$ cat src/shared/sdc_pkg.sv
// package: constants and types for the stepper control and diagnostics block
package sdc_pkg;
   // clock rate and timing
   localparam int CLK_MHZ = 200;
   localparam int OPEN_COIL_MS = 200;
   localparam int OPEN_COIL_CYCLES = OPEN_COIL_MS * 1000 * CLK_MHZ;
   // hard reset pin minimum hold, in ns
   localparam int HARD_RESET_NS = 100;
   localparam int HARD_RESET_CYCLES = (HARD_RESET_NS * CLK_MHZ + 999) / 1000;
   // coil amplitude field
   localparam int AMP_W = 5;
   localparam int CUR_W = 10;
   // range boundaries: first index of ranges 1, 2 and 3
   localparam logic [4:0] RANGE1_FIRST = 5'h09;
   localparam logic [4:0] RANGE2_FIRST = 5'h10;
   localparam logic [4:0] RANGE3_FIRST = 5'h17;
   // reset values
   localparam logic [4:0] AMP_RESET = 5'h00;
   localparam logic [5:0] FLAGS_RESET = 6'h00;
   // back-emf gain codes: 0 halves, 1 quarters
   localparam int BEMF_W = 8;

   // fault comparator inputs, all asynchronous
   typedef struct packed {
      logic temp_warn;
      logic temp_shutdown;
      logic [3:0] ovc_x;
      logic [3:0] ovc_y;
      logic pump_low;
   } sdc_faults_t;

   // latched status as seen by the serial side
   typedef struct packed {
      logic thermal_warning_flag;
      logic thermal_shutdown_flag;
      logic [3:0] coil_x_overcurrent_flags;
      logic [3:0] coil_y_overcurrent_flags;
      logic coil_x_disconnect_flag;
      logic coil_y_disconnect_flag;
      logic pump_failure_flag;
   } sdc_status_t;

   // driver enable state
   typedef enum logic [1:0] {
      SDC_RUN = 2'b00,
      SDC_SLEEP = 2'b01,
      SDC_FAULT = 2'b10
   } sdc_drv_t;
endpackage : sdc_pkg

$ cat src/hdl/sdc_sync.sv
// module: two-stage synchroniser, one per bit
module sdc_sync #(
   parameter int W = 11
) (
   // clock and reset
   input wire logic clk_sys,
   input wire logic rst,
   // data
   input wire logic [W-1:0] d,
   output logic [W-1:0] q
);
   logic [W-1:0] meta;

   // first stage is read only by the second
   always_ff @(posedge clk_sys or posedge rst)
   begin
      if (rst)
      begin
         meta <= '0;
         q <= '0;
      end
      else
      begin
         meta <= d;
         q <= meta;
      end
   end
endmodule : sdc_sync

$ cat src/hdl/sdc_open_timer.sv
// module: full-duty watchdog for one coil, flags an open coil
module sdc_open_timer #(
   parameter int LIMIT = 40000000
) (
   // clock and reset
   input wire logic clk_sys,
   input wire logic rst,
   // duty observation and clear
   input wire logic full_duty,
   input wire logic clear,
   // result
   output logic open_flag
);
   localparam int CW = $clog2(LIMIT + 1);
   logic [CW-1:0] count;
   wire expired = (count == CW'(LIMIT));

   // count consecutive full-duty cycles; set wins over clear
   always_ff @(posedge clk_sys or posedge rst)
   begin
      if (rst)
      begin
         count <= '0;
         open_flag <= 1'b0;
      end
      else
      begin
         if (!full_duty)
            count <= '0;
         else if (!expired)
            count <= count + CW'(1);
         if (expired)
            open_flag <= 1'b1;
         else if (clear)
            open_flag <= 1'b0;
      end
   end
endmodule : sdc_open_timer

$ cat src/hdl/sdc_ctrl.sv
// module: control and diagnostics core of the stepper driver
// Behaviour
// new amplitude index applied at start of next pwm period
// index 0..31 decodes to 15..800 mA, four current ranges
// controller should expect false over-current on range crossing
// back-emf sampled at every coil-current zero crossing; code samples only while pwm_sample_hold is high
// transparency bit set follows coil voltage, else held sample
// gain bit scales coil voltage by half or quarter
// thermal warning flag set above warning threshold
// shutdown flag set above shutdown level, drivers high impedance
// shutdown flag clears only when cool and read
// over-current sets per-transistor flag and switches drivers off
// over-current latched, drivers off until controller clears
// controller should not poll status during a short
// full duty longer than 200 ms disables coil, sets open flag
// pump failure flag follows low pump voltage, incl start-up
// fault indicator low when any flag set
// hard reset pin held high resets all registers
// sleep puts drivers high impedance, keeps registers
// controller keeps step and direction still while asleep
// clearing sleep resumes; controller waits for pump start-up
// controller lowers resolution only at shared positions
// device is serial slave only, never starts a transfer
// latched status cleared after being read
// flags and fault output update only while select high
// fault comparators pass two-stage synchroniser first
module sdc_ctrl #(
   parameter int OPEN_LIMIT = sdc_pkg::OPEN_COIL_CYCLES
) (
   // clock and resets
   input wire logic clk_sys,
   input wire logic rst,
   input wire logic hard_reset_pin,
   // configuration bits
   input wire logic [4:0] coil_amplitude_index,
   input wire logic back_emf_transparency_bit,
   input wire logic back_emf_gain_bit,
   input wire logic low_power_request_bit,
   // serial side events
   input wire logic chip_select_n,
   input wire logic status_read,
   // analogue observation
   input wire sdc_pkg::sdc_faults_t faults,
   input wire logic pwm_period_start,
   input wire logic [1:0] full_duty,
   input wire logic [1:0] coil_zero,
   input wire logic pwm_sample_hold,
   input wire logic [7:0] coil_voltage,
   // outputs
   output logic [9:0] coil_peak_ma,
   output logic [1:0] current_range,
   output logic [7:0] back_emf_output,
   output logic [1:0] coil_drive_en,
   output sdc_pkg::sdc_status_t status,
   output logic fault_indicator_n
);
   // pin reset
   logic [7:0] clr_cnt;
   logic clr_reset;
   wire int_rst = rst | clr_reset;
   sdc_pkg::sdc_faults_t fs;
   logic [1:0] open_now;
   logic [4:0] amp_active;
   logic [7:0] held;
   sdc_pkg::sdc_drv_t drv_state;

   // pin counted for minimum hold; release on pin low
   always_ff @(posedge clk_sys or posedge rst)
   begin
      if (rst)
      begin
         clr_cnt <= 8'h00;
         clr_reset <= 1'b0;
      end
      else if (!hard_reset_pin)
      begin
         clr_cnt <= 8'h00;
         clr_reset <= 1'b0;
      end
      else if (clr_cnt >= 8'(sdc_pkg::HARD_RESET_CYCLES - 1))
         clr_reset <= 1'b1;
      else
         clr_cnt <= clr_cnt + 8'h01;
   end

   // fault inputs synchronised
   sdc_sync #(
      .W($bits(sdc_pkg::sdc_faults_t))
   ) u_sync (
      .clk_sys(clk_sys),
      .rst(int_rst),
      .d(faults),
      .q(fs)
   );

   // watchdog per coil
   genvar gi;
   generate
      for (gi = 0; gi < 2; gi++)
      begin : g_open
         sdc_open_timer #(
            .LIMIT(OPEN_LIMIT)
         ) u_timer (
            .clk_sys(clk_sys),
            .rst(int_rst),
            .full_duty(full_duty[gi]),
            .clear(status_read),
            .open_flag(open_now[gi])
         );
      end
   endgenerate

   // index to peak current table
   function automatic logic [9:0] amp_to_ma(input logic [4:0] idx);
      logic [9:0] t [32];
      t = '{10'd15, 10'd30, 10'd45, 10'd50, 10'd55, 10'd61, 10'd67, 10'd74,
            10'd82, 10'd91, 10'd100, 10'd110, 10'd122, 10'd135, 10'd149, 10'd164,
            10'd181, 10'd200, 10'd221, 10'd244, 10'd269, 10'd297, 10'd328, 10'd362,
            10'd400, 10'd441, 10'd487, 10'd538, 10'd594, 10'd656, 10'd724, 10'd800};
      return t[idx];
   endfunction : amp_to_ma

   // range decode
   wire [1:0] range_of = (amp_active >= sdc_pkg::RANGE3_FIRST) ? 2'd3 :
                         (amp_active >= sdc_pkg::RANGE2_FIRST) ? 2'd2 :
                         (amp_active >= sdc_pkg::RANGE1_FIRST) ? 2'd1 : 2'd0;

   // amplitude taken at period start
   always_ff @(posedge clk_sys or posedge int_rst)
   begin
      if (int_rst)
      begin
         amp_active <= sdc_pkg::AMP_RESET;
         coil_peak_ma <= 10'd15;
         current_range <= 2'd0;
      end
      else
      begin
         if (pwm_period_start)
            amp_active <= coil_amplitude_index;
         coil_peak_ma <= amp_to_ma(amp_active);
         current_range <= range_of;
      end
   end

   // gain selects halve or quarter
   wire [7:0] scaled = back_emf_gain_bit ? {2'b00, coil_voltage[7:2]} :
                                           {1'b0, coil_voltage[7:1]};
   // sample at zero crossing while hold window open
   wire sample_now = (|coil_zero) & pwm_sample_hold;

   // transparent or held output
   always_ff @(posedge clk_sys or posedge int_rst)
   begin
      if (int_rst)
      begin
         held <= 8'h00;
         back_emf_output <= 8'h00;
      end
      else
      begin
         if (sample_now)
            held <= scaled;
         back_emf_output <= back_emf_transparency_bit ? scaled : held;
      end
   end

   // select and read strobe are inputs only; no transfer starts here
   // updates only while select high; read clears only then too
   wire upd = chip_select_n;
   wire rd = status_read & upd;

   // flag latching; set always beats clear
   always_ff @(posedge clk_sys or posedge int_rst)
   begin
      if (int_rst)
      begin
         status <= '0;
         status.pump_failure_flag <= 1'b1;
      end
      else if (upd)
      begin
         // warning follows comparator, held until read
         status.thermal_warning_flag <= fs.temp_warn | (status.thermal_warning_flag & ~rd);
         // R9: shutdown needs cool and read to clear
         status.thermal_shutdown_flag <= fs.temp_shutdown |
            (status.thermal_shutdown_flag & ~(rd & ~fs.temp_warn));
         // R11: R22: latched over-current
         status.coil_x_overcurrent_flags <= fs.ovc_x |
            (status.coil_x_overcurrent_flags & {4{~rd}});
         status.coil_y_overcurrent_flags <= fs.ovc_y |
            (status.coil_y_overcurrent_flags & {4{~rd}});
         // open coil flags
         status.coil_x_disconnect_flag <= open_now[0];
         status.coil_y_disconnect_flag <= open_now[1];
         // pump flag tracks comparator
         status.pump_failure_flag <= fs.pump_low;
      end
   end

   // any flag pulls indicator low
   wire any_flag = |status;
   always_ff @(posedge clk_sys or posedge int_rst)
   begin
      if (int_rst)
         fault_indicator_n <= 1'b0;
      else if (upd)
         fault_indicator_n <= ~any_flag;
   end

   // driver state: fault beats sleep
   wire ovc_any = (|status.coil_x_overcurrent_flags) | (|status.coil_y_overcurrent_flags);
   wire hard_fault = status.thermal_shutdown_flag | ovc_any;
   wire sdc_pkg::sdc_drv_t next_drv = hard_fault ? sdc_pkg::SDC_FAULT :
                                      low_power_request_bit ? sdc_pkg::SDC_SLEEP :
                                      sdc_pkg::SDC_RUN;

   // R10: R17: R19: driver enables; open coil disables that coil only
   always_ff @(posedge clk_sys or posedge int_rst)
   begin
      if (int_rst)
      begin
         drv_state <= sdc_pkg::SDC_RUN;
         coil_drive_en <= 2'b00;
      end
      else
      begin
         drv_state <= next_drv;
         unique case (next_drv)
            sdc_pkg::SDC_RUN:
               coil_drive_en <= ~{status.coil_y_disconnect_flag, status.coil_x_disconnect_flag}
                                & ~open_now;
            sdc_pkg::SDC_SLEEP:
               coil_drive_en <= 2'b00;
            sdc_pkg::SDC_FAULT:
               coil_drive_en <= 2'b00;
            default:
               coil_drive_en <= 2'b00;
         endcase
      end
   end

   // edges since reset release, saturating; lets the sync check skip reset history
   logic [1:0] since_rst;
   always_ff @(posedge clk_sys or posedge int_rst)
   begin
      if (int_rst)
         since_rst <= 2'b00;
      else if (since_rst != 2'b10)
         since_rst <= since_rst + 2'b01;
   end

   // assertions
   a_shutdown_off: assert property (@(posedge clk_sys) disable iff (int_rst)
      status.thermal_shutdown_flag |=> coil_drive_en == 2'b00)
      else $error("drivers on during thermal shutdown");
   a_ovc_drivers_off: assert property (@(posedge clk_sys) disable iff (int_rst)
      ovc_any |=> coil_drive_en == 2'b00)
      else $error("drivers on during over-current");
   a_ovc_latched: assert property (@(posedge clk_sys) disable iff (int_rst)
      ($fell(|status.coil_x_overcurrent_flags)) |-> $past(rd))
      else $error("over-current cleared without read");
   a_tsd_clear_cond: assert property (@(posedge clk_sys) disable iff (int_rst)
      $fell(status.thermal_shutdown_flag) |-> $past(rd) && !$past(fs.temp_warn))
      else $error("shutdown cleared while warm or unread");
   a_sleep_hiz: assert property (@(posedge clk_sys) disable iff (int_rst)
      low_power_request_bit |=> coil_drive_en == 2'b00)
      else $error("drivers on in sleep");
   a_fault_pin: assert property (@(posedge clk_sys) disable iff (int_rst)
      (upd && any_flag) |=> !fault_indicator_n)
      else $error("fault indicator not low");
   a_cs_hold: assert property (@(posedge clk_sys) disable iff (int_rst)
      !chip_select_n |=> $stable(status))
      else $error("status changed while selected");
   a_amp_period: assert property (@(posedge clk_sys) disable iff (int_rst)
      pwm_period_start |=> amp_active == $past(coil_amplitude_index))
      else $error("amplitude not taken at period start");
   a_amp_hold: assert property (@(posedge clk_sys) disable iff (int_rst)
      !pwm_period_start |=> $stable(amp_active))
      else $error("amplitude changed mid period");
   a_peak_top: assert property (@(posedge clk_sys) disable iff (int_rst)
      amp_active == 5'd31 |=> coil_peak_ma == 10'd800 && current_range == 2'd3)
      else $error("peak current decode wrong");
   a_bemf_hold: assert property (@(posedge clk_sys) disable iff (int_rst)
      sample_now |=> held == $past(scaled))
      else $error("back-emf not sampled");
   a_bemf_transp: assert property (@(posedge clk_sys) disable iff (int_rst)
      back_emf_transparency_bit |=> back_emf_output == $past(scaled))
      else $error("transparent output wrong");
   a_warn_set: assert property (@(posedge clk_sys) disable iff (int_rst)
      (upd && fs.temp_warn) |=> status.thermal_warning_flag)
      else $error("warning flag not set");
   a_pump_flag: assert property (@(posedge clk_sys) disable iff (int_rst)
      (upd && fs.pump_low) |=> status.pump_failure_flag)
      else $error("pump flag not set");
   a_ovcy_latched: assert property (@(posedge clk_sys) disable iff (int_rst)
      ($fell(|status.coil_y_overcurrent_flags)) |-> $past(rd))
      else $error("coil y over-current cleared without read");
   a_open_x_off: assert property (@(posedge clk_sys) disable iff (int_rst)
      open_now[0] |=> !coil_drive_en[0])
      else $error("coil x driven while open");
   a_open_y_off: assert property (@(posedge clk_sys) disable iff (int_rst)
      open_now[1] |=> !coil_drive_en[1])
      else $error("coil y driven while open");
   a_warn_clear: assert property (@(posedge clk_sys) disable iff (int_rst)
      $fell(status.thermal_warning_flag) |-> $past(rd))
      else $error("warning cleared without read");
   a_fault_clear: assert property (@(posedge clk_sys) disable iff (int_rst)
      (upd && !any_flag) |=> fault_indicator_n)
      else $error("fault indicator low with no flag");
   a_range_low: assert property (@(posedge clk_sys) disable iff (int_rst)
      amp_active == 5'd0 |=> coil_peak_ma == 10'd15 && current_range == 2'd0)
      else $error("lowest peak current decode wrong");
   a_bemf_held: assert property (@(posedge clk_sys) disable iff (int_rst)
      !back_emf_transparency_bit |=> back_emf_output == $past(held))
      else $error("held output wrong");
   a_sleep_keep: assert property (@(posedge clk_sys) disable iff (int_rst)
      (low_power_request_bit && !pwm_period_start) |=> $stable(amp_active))
      else $error("amplitude lost in sleep");
   a_sync_delay: assert property (@(posedge clk_sys) disable iff (int_rst)
      since_rst == 2'b10 |-> fs == $past(faults, 2))
      else $error("fault synchroniser delay wrong");

   // pin reset checks run on the power-on reset only, as the pin drives int_rst
   a_pin_assert: assert property (@(posedge clk_sys) disable iff (rst)
      (hard_reset_pin && clr_cnt == 8'(sdc_pkg::HARD_RESET_CYCLES - 1)) |=> clr_reset)
      else $error("pin reset not asserted");
   a_pin_release: assert property (@(posedge clk_sys) disable iff (rst)
      !hard_reset_pin |=> !clr_reset)
      else $error("pin reset not released");

   c_shutdown: cover property (@(posedge clk_sys) $rose(status.thermal_shutdown_flag));
   c_ovc_clear: cover property (@(posedge clk_sys) $fell(ovc_any));
   c_sleep_wake: cover property (@(posedge clk_sys) $fell(low_power_request_bit));
   c_open_coil: cover property (@(posedge clk_sys) $rose(open_now[0]));
   c_pin_reset: cover property (@(posedge clk_sys) $rose(clr_reset));
endmodule : sdc_ctrl

$ cat config.mk
export PLATFORM = sky130hd
export DESIGN_NAME = sdc_ctrl
export DESIGN_NICKNAME = d
export VERILOG_FILES = /design/src/shared/sdc_pkg.sv /design/src/hdl/sdc_sync.sv /design/src/hdl/sdc_open_timer.sv /design/src/hdl/sdc_ctrl.sv
export SDC_FILE = /design/constraint.sdc
export NUM_CORES = 1
export LEC_CHECK = 0
export BUFFER_PORTS_ARGS = -buffer_cell sky130_fd_sc_hd__clkbuf_2
export CAP_MARGIN = 0
export CORE_MARGIN = 10
export CORE_UTILIZATION = 62
export DETAILED_ROUTE_END_ITERATION = 10
export PLACE_DENSITY = 0.81
export SYNTH_ARGS = -nofsm -noshare
export SYNTH_HDL_FRONTEND = slang
export SYNTH_SLANG_ARGS = --single-unit
export TNS_END_PERCENT = 100
$ cat constraint.sdc
create_clock -name clk_sys -period 15.8 [get_ports clk_sys]
set_clock_uncertainty 0.2 [all_clocks]
set_input_delay 2.37 -clock clk_sys [delete_from_list [all_inputs] [get_ports clk_sys]]
set_output_delay 2.37 -clock clk_sys [all_outputs]
set_load 0.02 [all_outputs]
==> results.toml <==
[synthesis]
synth-seq-area-share_pct = 54.47
synth_area_per_cell_sq_um = 10.49
netlist.area_leader.share_pct = 52.31
synth_common_cells = "dfrtp_1, nand2_1, nor2_1"
synth-main-ff-cell = "dfrtp_1"
synth.distinct_cells = 52
synth_cells = 579
synth_warnings = 0
ys_top_cells_by_area = "dfrtp_1, nand2_1, mux2i_1"
synth_seq_cells = 132
synth_edf_count = 0
syn_area_sq_mm = 0.006076
yosysTopAreaCell = "dfrtp_1"
postSynthNetCount = 632
synth_most_common_cell = "dfrtp_1"
async_reset_ff_share_pct = 100.0

[setup_path]
crit_slowest_cell = "dfstp_2"
arrival_ps = 1250
cp_max_fo = 3
critical_path_class = "reg2out"
worstPathCellList = "clkbuf_2"
critical-path-max-stage-delay_ps = 540
path_delay_family = "flip-flops"
required_ps = 13230
crit_path_end_kind = "output port"
startpoint_type = "flip-flop"
timing.critical_path.buf_inv = 1

[power]
power.switching_uw = 221.2
intPower_uw = 600.1
swShare_pct = 26.93
seqPwrFrac_pct = 45.6
total_power_uw = 821.3
power.share.combinational_pct = 9.8
p_per_area_mw_per_mm2 = 116.2
ir_worst_vdd_mv = 0.09224
pwr-share-clk_pct = 44.6
p_leak_nw = 3.239

[final_layout]
syn_to_final_growth_pct = 16.29
num_antenna_cells = 0
nets = 697
fillers = 686
utilization_pct = 73.30
drive_above_1_share_pct = 18.72

[clock_network]
cts_buffer_depth = 2
clkLatencyLatePin_ps = 530
cts_resized = 0
cts_root_buf = "clkbuf_8"
cts_sinks = 132
cts_setup_buffers = 0
h-tree-depth = 4
cts_buffers = 17
hold_buffers = 0
cts_tree = "done"
cts.clk_slew.worst_paths_ps = 60

[floorplan]
core_area_sq_mm = 0.009639
rows = 36
die_width_microns = 119.0
die_y_microns = 119.0
start_util_pct = 63.03
die_area_sq_mm = 0.01416
ios = 74

[sta]
rsz0062_at_grt = "false"
max_freq_mhz = 261.8
fin_setup_tns_ps = 0
min_period_ps = 3820
setup_viol = 0
finalHoldViolCount = 0
slew-limit-headroom_pct = 17.68
report.final.slew_viol_count = 0
final.period_utilization_pct = 24.18
worst_pin_slew_ps = 1222

[placement]
gp_congestion = 0.8662
io_buffers = 71
place_hpwl_microns = 8905

[grt]
grt_max_degree = 71
grt_pass1_wl_microns = 22870
antenna_found_initial = 0
track_usage_pct = 19.59
grt_pass1_vias = 4684
grt_overflow = 0

[detailed_routing]
wire_per_inst_microns = 16.87
wl_microns = 13330
vias = 4639
drc = 0
routed_via_density = 5.872
firstDrtPassIters = 5
ant_nets = 0
first_iter_violations = 357

[worst_hold_path]
hp-class = "reg2reg"

[run_status]
status = "completed"

[job]
maxCapViolCount = 0
## layer usage
| layer | track usage, % | vias to the layer above | wire length (microns) |
|---|---|---|---|
| met3 | 5.716 | 17 | 741 |
| met5 | 0 | - | 0 |
| met4 | 7.405 | 0 | 173 |
| li1 | - | 2200 | - |
| met1 | 23.79 | 2266 | 5488 |
| met2 | 32.37 | 156 | 6926 |
## cell families after synthesis
kind of cell,synth area share (%)
AND/OR/NAND/NOR,20.10
other,0.06172
AO/OA/AOI/OAI,10.87
multiplexers,4.942
adder cells (fa/ha/maj),3.089
flip-flops,54.47
XOR/XNOR,3.460
buffers and inverters,3.007
## state kept, by name (all words and copies together) (netlist names)
| signal | cells |
|---|---|
| coil_drive_en | 2 |
| g_open.u_timer.count | 52 |
| coil_peak_ma | 10 |
| clr_cnt | 8 |
| u_sync.meta | 11 |
| status | 13 |
| fault_indicator_n | 1 |
| g_open.u_timer.open_flag | 2 |
| current_range | 2 |
| amp_active | 5 |
| clr_reset | 1 |
| back_emf_output | 7 |
| held | 7 |
| u_sync.q | 11 |
## through the flow
step | hold slack (ps) | area [sq um] | setup slack [ps] | cells
after global routing | 164.7 | 7066 | 11930 | 790
after CTS | 147.0 | 7066 | 11950 | 790
after detailed placement | 134.7 | 6505 | 11630 | 758
after floorplan | 131.2 | 6076 | 5984 | 579
final | 147.4 | 7066 | 11980 | 790
after global placement | 132.2 | 6505 | 11670 | 758
## layout make-up
| cell class | count | area, sq um | area share, % |
|---|---|---|---|
| Clock inverter | 11 | 91.34 | 1.293 |
| Clock buffer | 21 | 469.2 | 6.641 |
| Inverter | 18 | 67.56 | 0.9563 |
| Sequential cell | 132 | 3309 | 46.84 |
| Timing Repair Buffer | 73 | 370.4 | 5.242 |
| Multi-Input combinational cell | 402 | 2591 | 36.67 |
| Tap cell | 133 | 166.4 | 2.355 |
## power groups by stage
stage | Clock [mW] | Sequential [mW] | Combinational, mW
finish | 0.366 | 0.374 | 0.0804
floorplan | 0 | 0.387 | 0.0442
global placement | 0 | 0.378 | 0.0779
detailed placement | 0 | 0.380 | 0.0807
CTS | 0.372 | 0.374 | 0.0820
global route | 0.386 | 0.377 | 0.0896
## cells in the final DEF (no fill, tap or decap), types with 9 or more instances in the layout
cell       count
nor2_1        37
nand3_1       22
xor2_1        15
xnor2_1        9
nand2_1       59
a21oi_1       30
nor4_1        11
nand4_1       18
inv_1         18
or4_1          9
ha_1          15
dfrtp_1      127
mux2i_1       21
clkbuf_2      71
o21ai_0       35
and2_1         9
clkbuf_16     16
nand2b_1      14
a22o_1         9
## worst paths after layout
path,start,to,slack [ps],cells past startpoint
max,status[0],status[0],11980,1
max in group asynchronous,rst,g_open[0].u_timer.count[4],12280,4
min,u_sync.meta[9],u_sync.q[9],150,0
min reg2reg,u_sync.meta[9],u_sync.q[9],150,0
min in group asynchronous,clr_reset,coil_peak_ma[9],420,2
max reg2reg,g_open[0].u_timer.count[5],g_open[0].u_timer.count[0],13460,3
Power figures use the tool's default switching activity.
